### config.mk
export PLATFORM = sky130hd
export DESIGN_NAME = chlc_regs
export DESIGN_NICKNAME = d
export VERILOG_FILES = /design/src/hw/chlc_pkg.sv /design/src/hw/chlc_regs.sv
export VERILOG_INCLUDE_DIRS = /design/src /design/src/hw
export SDC_FILE = /design/constraint.sdc
export NUM_CORES = 1
export LEC_CHECK = 0
export ABC_CLOCK_PERIOD_IN_PS = 3300
export BUFFER_PORTS_ARGS = -buffer_cell sky130_fd_sc_hd__buf_4
export CAP_MARGIN = 25
export CELL_PAD_IN_SITES_DETAIL_PLACEMENT = 0
export CELL_PAD_IN_SITES_GLOBAL_PLACEMENT = 1
export CORE_MARGIN = 1.5
export CORE_UTILIZATION = 40
export CTS_BUF_LIST = sky130_fd_sc_hd__clkbuf_4
export CTS_CLUSTER_SIZE = 8
export DETAILED_ROUTE_END_ITERATION = 16
export GPL_TIMING_DRIVEN = 1
export HOLD_SLACK_MARGIN = 0.06
export PLACE_DENSITY_LB_ADDON = 0.15
export SLEW_MARGIN = 20
export SYNTH_ARGS = -nofsm -noshare
export SYNTH_HDL_FRONTEND = slang
export SYNTH_SLANG_ARGS = --single-unit
### constraint.sdc
create_clock -name clock_in -period 3.3 [get_ports clock_in]
set_input_delay 0.66 -clock clock_in [delete_from_list [all_inputs] [get_ports clock_in]]
set_output_delay 0.66 -clock clock_in [all_outputs]
set_load 0.02 [all_outputs]
### src/hw/chlc_defines.svh
// offsets, field positions, reset values and timing counts of the charger limit registers
`ifndef CHLC_DEFINES_SVH
`define CHLC_DEFINES_SVH

// ==========================================
// register offsets
`define CHLC_ADDR_INPUT_LIMIT    8'h03
`define CHLC_ADDR_BOOST_OUTPUT   8'h04
`define CHLC_ADDR_OVERCHARGE     8'h05

// ==========================================
// field positions
`define CHLC_CEIL_MSB            7
`define CHLC_CEIL_LSB            3
`define CHLC_AUTO_TH_MSB         1
`define CHLC_AUTO_TH_LSB         0
`define CHLC_BOOST_V_MSB         5
`define CHLC_BOOST_V_LSB         4
`define CHLC_BOOST_UV_MSB        1
`define CHLC_BOOST_UV_LSB        0
`define CHLC_MARGIN_MSB          1
`define CHLC_MARGIN_LSB          0

// ==========================================
// reset values
`define CHLC_CEIL_RESET          5'h02
`define CHLC_AUTO_TH_RESET       2'h1
`define CHLC_BOOST_V_RESET       2'h0
`define CHLC_BOOST_UV_RESET      2'h0
`define CHLC_MARGIN_RESET        2'h2
`define CHLC_CEIL_MA_RESET       12'h1F4
`define CHLC_TRIP_MV_RESET       13'h0DE8

// ==========================================
// code to value scaling
`define CHLC_CEIL_MAX_CODE       5'h11
`define CHLC_CEIL_BASE_MA        12'h12C
`define CHLC_CEIL_STEP_MA        12'h064
`define CHLC_FLOAT_BASE_MV       13'h0D84
`define CHLC_FLOAT_STEP_MV       13'h000A
`define CHLC_MARGIN_MAX_MV       13'h00C8
`define CHLC_MARGIN_STEP_MV      13'h0032

// ==========================================
// timing
`define CHLC_CLOCK_HZ            40000000
`define CHLC_HOLDOFF_US          250
`define CHLC_HOLDOFF_CYCLES      ((`CHLC_HOLDOFF_US * (`CHLC_CLOCK_HZ / 1000000)))

`endif

### src/hw/chlc_pkg.sv
// types of the charger limit registers
package chlc_pkg;

	typedef enum logic [0:0]
	{
		CHLC_APPLIED = 1'b0,
		CHLC_HOLDING = 1'b1
	} chlc_hold_state_t;

endpackage

### src/hw/chlc_regs.sv
// charger limit configuration registers with write hold-off
`timescale 1ns/100ps
`include "chlc_defines.svh"

module chlc_regs
#(
	parameter int HOLDOFF_CYCLES = `CHLC_HOLDOFF_CYCLES
)
(
	input  wire logic        clock_in,
	input  wire logic        resetn_in,
	input  wire logic        clk_en_in,
	input  wire logic [7:0]  reg_addr_in,
	input  wire logic        reg_wr_in,
	input  wire logic [7:0]  reg_wdata_in,
	input  wire logic        reg_rd_in,
	output logic      [7:0]  reg_rdata_out,
	input  wire logic [6:0]  float_voltage_code_in,
	input  wire logic [12:0] battery_mv_in,
	output logic             holdoff_active_out,
	output logic      [4:0]  input_current_ceiling_out,
	output logic      [11:0] input_current_ceiling_ma_out,
	output logic      [1:0]  auto_limit_voltage_threshold_out,
	output logic      [1:0]  boost_output_voltage_sel_out,
	output logic      [1:0]  boost_undervoltage_threshold_out,
	output logic      [1:0]  overcharge_margin_sel_out,
	output logic      [12:0] overcharge_trip_mv_out,
	output logic             overcharge_detect_out
);

	initial
	begin
		if (HOLDOFF_CYCLES < 1 || HOLDOFF_CYCLES > 65535)
			$error("chlc_regs: HOLDOFF_CYCLES out of range");
	end

	// ==========================================
	// conversions
	function automatic logic [11:0] ceiling_ma(input logic [4:0] code);
		logic [4:0] lim;
		lim = (code > `CHLC_CEIL_MAX_CODE) ? `CHLC_CEIL_MAX_CODE : code;
		ceiling_ma = 12'(`CHLC_CEIL_BASE_MA + 12'(lim) * `CHLC_CEIL_STEP_MA);
	endfunction

	function automatic logic [12:0] margin_mv(input logic [1:0] code);
		margin_mv = 13'(`CHLC_MARGIN_MAX_MV - 13'(code) * `CHLC_MARGIN_STEP_MV);
	endfunction

	// ==========================================
	// register state
	logic [4:0]  ceil_reg;
	logic [1:0]  auto_th_reg;
	logic [1:0]  boost_v_reg;
	logic [1:0]  boost_uv_reg;
	logic [1:0]  margin_reg;
	logic [7:0]  rdata;
	logic [4:0]  next_ceil_reg;
	logic [1:0]  next_auto_th_reg;
	logic [1:0]  next_boost_v_reg;
	logic [1:0]  next_boost_uv_reg;
	logic [1:0]  next_margin_reg;
	logic [7:0]  next_rdata;

	always_comb
	begin
		next_ceil_reg     = ceil_reg;
		next_auto_th_reg  = auto_th_reg;
		next_boost_v_reg  = boost_v_reg;
		next_boost_uv_reg = boost_uv_reg;
		next_margin_reg   = margin_reg;
		next_rdata        = rdata;
		if (reg_wr_in)
		begin
			case (reg_addr_in)
				`CHLC_ADDR_INPUT_LIMIT:
				begin
					next_ceil_reg    = reg_wdata_in[`CHLC_CEIL_MSB:`CHLC_CEIL_LSB];
					next_auto_th_reg = reg_wdata_in[`CHLC_AUTO_TH_MSB:`CHLC_AUTO_TH_LSB];
				end
				`CHLC_ADDR_BOOST_OUTPUT:
				begin
					next_boost_v_reg  = reg_wdata_in[`CHLC_BOOST_V_MSB:`CHLC_BOOST_V_LSB];
					next_boost_uv_reg = reg_wdata_in[`CHLC_BOOST_UV_MSB:`CHLC_BOOST_UV_LSB];
				end
				`CHLC_ADDR_OVERCHARGE:
					next_margin_reg = reg_wdata_in[`CHLC_MARGIN_MSB:`CHLC_MARGIN_LSB];
				default:
					next_margin_reg = margin_reg;
			endcase
		end
		if (reg_rd_in)
		begin
			next_rdata = 8'h00;
			case (reg_addr_in)
				`CHLC_ADDR_INPUT_LIMIT:
				begin
					next_rdata[`CHLC_CEIL_MSB:`CHLC_CEIL_LSB]       = ceil_reg;
					next_rdata[`CHLC_AUTO_TH_MSB:`CHLC_AUTO_TH_LSB] = auto_th_reg;
				end
				`CHLC_ADDR_BOOST_OUTPUT:
				begin
					next_rdata[`CHLC_BOOST_V_MSB:`CHLC_BOOST_V_LSB]   = boost_v_reg;
					next_rdata[`CHLC_BOOST_UV_MSB:`CHLC_BOOST_UV_LSB] = boost_uv_reg;
				end
				`CHLC_ADDR_OVERCHARGE:
					next_rdata[`CHLC_MARGIN_MSB:`CHLC_MARGIN_LSB] = margin_reg;
				default:
					next_rdata = 8'h00;
			endcase
		end
	end

	always_ff @(posedge clock_in or negedge resetn_in)
	begin
		if (!resetn_in)
		begin
			ceil_reg     <= `CHLC_CEIL_RESET;
			auto_th_reg  <= `CHLC_AUTO_TH_RESET;
			boost_v_reg  <= `CHLC_BOOST_V_RESET;
			boost_uv_reg <= `CHLC_BOOST_UV_RESET;
			margin_reg   <= `CHLC_MARGIN_RESET;
			rdata        <= 8'h00;
		end
		else if (clk_en_in)
		begin
			ceil_reg     <= next_ceil_reg;
			auto_th_reg  <= next_auto_th_reg;
			boost_v_reg  <= next_boost_v_reg;
			boost_uv_reg <= next_boost_uv_reg;
			margin_reg   <= next_margin_reg;
			rdata        <= next_rdata;
		end
	end

	assign reg_rdata_out = rdata;

	// ==========================================
	// write hold-off
	chlc_pkg::chlc_hold_state_t hold_state;
	chlc_pkg::chlc_hold_state_t next_hold_state;
	logic [15:0] hold_count;
	logic [15:0] next_hold_count;
	logic        apply;

	always_comb
	begin
		next_hold_state = hold_state;
		next_hold_count = hold_count;
		apply           = 1'b0;
		case (hold_state)
			chlc_pkg::CHLC_APPLIED:
			begin
				if (reg_wr_in)
				begin
					next_hold_state = chlc_pkg::CHLC_HOLDING;
					next_hold_count = 16'(HOLDOFF_CYCLES - 1);
				end
			end
			chlc_pkg::CHLC_HOLDING:
			begin
				if (reg_wr_in)
					next_hold_count = 16'(HOLDOFF_CYCLES - 1);
				else if (hold_count == 16'h0000)
				begin
					next_hold_state = chlc_pkg::CHLC_APPLIED;
					apply           = 1'b1;
				end
				else
					next_hold_count = hold_count - 16'h0001;
			end
			default:
				next_hold_state = chlc_pkg::CHLC_APPLIED;
		endcase
	end

	always_ff @(posedge clock_in or negedge resetn_in)
	begin
		if (!resetn_in)
		begin
			hold_state <= chlc_pkg::CHLC_APPLIED;
			hold_count <= 16'h0000;
		end
		else if (clk_en_in)
		begin
			hold_state <= next_hold_state;
			hold_count <= next_hold_count;
		end
	end

	assign holdoff_active_out = (hold_state == chlc_pkg::CHLC_HOLDING);

	// ==========================================
	// applied operating values
	logic [4:0]  act_ceil;
	logic [1:0]  act_auto_th;
	logic [1:0]  act_boost_v;
	logic [1:0]  act_boost_uv;
	logic [1:0]  act_margin;
	logic [11:0] act_ceil_ma;
	logic [12:0] trip_mv;
	logic        ovc;
	logic [4:0]  next_act_ceil;
	logic [1:0]  next_act_auto_th;
	logic [1:0]  next_act_boost_v;
	logic [1:0]  next_act_boost_uv;
	logic [1:0]  next_act_margin;
	logic [11:0] next_act_ceil_ma;
	logic [12:0] next_trip_mv;
	logic        next_ovc;

	always_comb
	begin
		next_act_ceil     = act_ceil;
		next_act_auto_th  = act_auto_th;
		next_act_boost_v  = act_boost_v;
		next_act_boost_uv = act_boost_uv;
		next_act_margin   = act_margin;
		if (apply)
		begin
			next_act_ceil     = ceil_reg;
			next_act_auto_th  = auto_th_reg;
			next_act_boost_v  = boost_v_reg;
			next_act_boost_uv = boost_uv_reg;
			next_act_margin   = margin_reg;
		end
		next_act_ceil_ma = ceiling_ma(act_ceil);
		next_trip_mv     = 13'(`CHLC_FLOAT_BASE_MV + 13'(float_voltage_code_in) * `CHLC_FLOAT_STEP_MV
		                   + margin_mv(act_margin));
		next_ovc         = (battery_mv_in >= trip_mv);
	end

	always_ff @(posedge clock_in or negedge resetn_in)
	begin
		if (!resetn_in)
		begin
			act_ceil     <= `CHLC_CEIL_RESET;
			act_auto_th  <= `CHLC_AUTO_TH_RESET;
			act_boost_v  <= `CHLC_BOOST_V_RESET;
			act_boost_uv <= `CHLC_BOOST_UV_RESET;
			act_margin   <= `CHLC_MARGIN_RESET;
			act_ceil_ma  <= `CHLC_CEIL_MA_RESET;
			trip_mv      <= `CHLC_TRIP_MV_RESET;
			ovc          <= 1'b0;
		end
		else if (clk_en_in)
		begin
			act_ceil     <= next_act_ceil;
			act_auto_th  <= next_act_auto_th;
			act_boost_v  <= next_act_boost_v;
			act_boost_uv <= next_act_boost_uv;
			act_margin   <= next_act_margin;
			act_ceil_ma  <= next_act_ceil_ma;
			trip_mv      <= next_trip_mv;
			ovc          <= next_ovc;
		end
	end

	assign input_current_ceiling_out        = act_ceil;
	assign input_current_ceiling_ma_out     = act_ceil_ma;
	assign auto_limit_voltage_threshold_out = act_auto_th;
	assign boost_output_voltage_sel_out     = act_boost_v;
	assign boost_undervoltage_threshold_out = act_boost_uv;
	assign overcharge_margin_sel_out        = act_margin;
	assign overcharge_trip_mv_out           = trip_mv;
	assign overcharge_detect_out            = ovc;

endmodule

==> qor.csv <==
stage,metric,value,unit
critical_path,r2r setup slk,170,ps
global_route,largest net degree at the start of global routing,74,
pwr,Max IR drop VDD,0.000286,V
sta,Fin Hold WS,118,ps
sta,Fin. Hold Viols,0,
place,Routability Congestion,0.799,
critical_path,R2R Path Start,input_current_ceiling_out[3]$_DFFE_PN0P_,
clocking,"Reg clk slew, reported paths",120,ps
clocking,Longest Clk Path Bufs,2,
global_route,global-route wire length before repair,18500,µm
pwr,Pwr Total,2.36,mW
logic_synthesis,ranking of synthesized cells by area,"dfrtp_1 27%, ha_1 16%, dfstp_2 10%",
hold_path,Hold Path Class,in2async,
drt,routed wire length per instance,14.8,µm
sta,Max Slew Vio Count,0,
pwr,pwr/cell area,387,mW/mm²
place,Port Buffers,82,
global_route,initial antenna violation count,1,
drt,DR iter-0 viols,103,
drt,Residual DRC,0,
place,detailed placer's ending HPWL,8320,µm
global_route,GRT overflow,0,
die,Core Box Area,0.0120,mm²
logic_synthesis,share of the synthesized area in the top cell type,27.5,%
pwr,leakage,2.98,nW
cells_and_area,nets,704,
clocking,TritonCTS clock tree,done,
logic_synthesis,"Top FF cell, synth",dfrtp_1,
sta,clk_skew,20.1,ps
cells_and_area,max reg flops,16,
sta,fmax,319,MHz
critical_path,Critical Path Start Type,register,
critical_path,crit path capture type,register,
critical_path,R2R Path End,input_current_ceiling_ma_out[11]$_DFFE_PN0P_,
clocking,Num CTS Buffers,9,
logic_synthesis,ys async rst share,100,%
die,die footprint,0.0130,mm²
cells_and_area,Fill cells,1135,
logic_synthesis,cell taking the most area after synthesis,dfrtp_1,
cells_and_area,"most common cell after layout, fill and taps aside",buf_4,
sta,Final Setup Violations,0,
critical_path,Worst R2R Path Depth,13,
logic_synthesis,Mapped Avg Cell Area,10.1,µm²
clocking,Worst-Skew Late Latency,460,ps
drt,Routed WL,11100,µm
drt,vias per std cell,5.21,
logic_synthesis,Syn. warnings,0,
clocking,CTS H-tree lvls,3,
logic_synthesis,register area share after synthesis,37.7,%
drt,iteration count of the initial detailed-routing pass,4,
logic_synthesis,cell area after synthesis,0.00491,mm²
critical_path,worst setup path startpoint,input_current_ceiling_out[3]$_DFFE_PN0P_,
outcome,status,completed,
global_route,Global Route Usage Sum,18.2,%
logic_synthesis,"FF+latch count, synth",73,
drt,DR vias,3909,
cells_and_area,Top reg by flops,hold_count,
cells_and_area,"commonest non-fill, non-tap cells in the layout","116 x buf_4, 58 x ha_1, 53 x dfrtp_1",
clocking,CTS root buffer,clkbuf_4,
die,Boundary Pins,89,
sta,Slew headroom,44.2,%
logic_synthesis,Yosys cell types,64,
sta,worst slew pin tran,830,ps
run,total of max-cap violations,0,
clocking,CTS sink count,73,
die,die height,114,µm
die,# rows,40,
sta,unrepaired setup endpoints after global routing,no,
cells_and_area,Synth-to-Final Area Change,24.2,%
drt,Routed Antenna Nets,0,
critical_path,CP Data Required Time,3620,ps
critical_path,WS Path Type,reg2reg,
die,Die W,114,µm
sta,TNS Setup,0,ps
logic_synthesis,Post-synth EDFFs,0,
sta,Tmin final,3130,ps
logic_synthesis,Post-Syn Instances,485,
sta,period utilization,95.0,%
critical_path,Worst Path Max Fanout,2,
critical_path,Worst Path Arrival,3460,ps
global_route,vias in the first global route,3890,
cells_and_area,layout cells sized above 1,33.5,%
die,starting density of the core,40.9,%
==> stage by stage <==
step                      worst slack, ps  instance area [µm²]  std cells  util (%)
after floorplan                      12.3                 4950        488         -
after global placement               -204                 5910        733      49.2
after detailed placement             -266                 5910        733      49.2
after CTS                            44.3                 6040        749      50.3
after global routing                 3.27                 6100        751      50.8
final                                 165                 6100        751      50.8
==> worst max-delay path by stage <==
stage                                                   endpoint  slack [ps]  cells past startpoint
floorplan                  overcharge_trip_mv_out[9]$_DFFE_PN0P_          10                     13
finish              input_current_ceiling_ma_out[11]$_DFFE_PN0P_         170                     13
detailed placement        overcharge_trip_mv_out[11]$_DFFE_PN1P_        -270                     17
global route        input_current_ceiling_ma_out[11]$_DFFE_PN0P_           3                     13
CTS                 input_current_ceiling_ma_out[11]$_DFFE_PN0P_          40                     12
global placement          overcharge_trip_mv_out[11]$_DFFE_PN1P_        -200                     17
==> routing by layer <==
metal	vias up	share of wire [%]	track usage [%]
met5	-	0	0
met4	0	2.0	6.33
met3	16	4.8	5.63
met2	83	47	30.1
met1	1860	47	22.6
li1	1950	-	-
==> cells in the mapped netlist (all sizes together), types with 7 or more instances <==
master  count
ha         61
dfrtp      54
inv        40
nand2      34
mux2       33
nor2       24
xnor2      24
a21oi      23
o21ai      22
dfstp      19
clkbuf     10
nand3       9
nor4        9
xor2        9
buf         8
o211ai      8
or3         8
nor2b       7
nor3        7
==> critical path, cell delays in order (launching register included) <==
cell      delay (ps)
dfrtp_1          390
or3_1            380
a21oi_2          170
inv_1            110
ha_4             260
ha_1             300
ha_1             220
fa_1             450
buf_4            160
o211ai_1          80
o211ai_1         110
nand3b_1         120
xor2_1           170
a21oi_1           80
==> timing repair <==
item                       in CTS  in global routing
setup endpoints to repair       0                  5
hold buffers                    0                  0
resized for setup               0                  4
buffers inserted                0                  0
==> logic make-up after synthesis <==
family / share of synthesized area [%]
and+or+nand+nor: 14.0
muxes: 7.97
xor gates and xnor gates: 5.88
other: 0.0763
buffers and inverters: 4.99
AOI/OAI and AO/OA: 12.2
adders and majority gates: 17.2
DFF: 37.7
==> where the power goes <==
part / total [mW] / switching, mW / internal [mW]
registers: 1.04 / 0.0519 / 0.987
logic: 0.746 / 0.396 / 0.350
clock network: 0.577 / 0.346 / 0.231
total: 2.36 / 0.794 / 1.57
==> area by class of cell <==
class | count | area [µm²] | area share (%)
multi-input combinational | 357 | 2880 | 47.2
sequential | 73 | 1850 | 30.3
timing repair buffer | 117 | 898 | 14.7
tap | 147 | 184 | 3.01
inverter | 40 | 150 | 2.46
clock inverter | 7 | 70.1 | 1.15
clock buffer | 9 | 67.6 | 1.11
antenna | 1 | 2.50 | 0.0410
(Power assumes the default switching activity.)
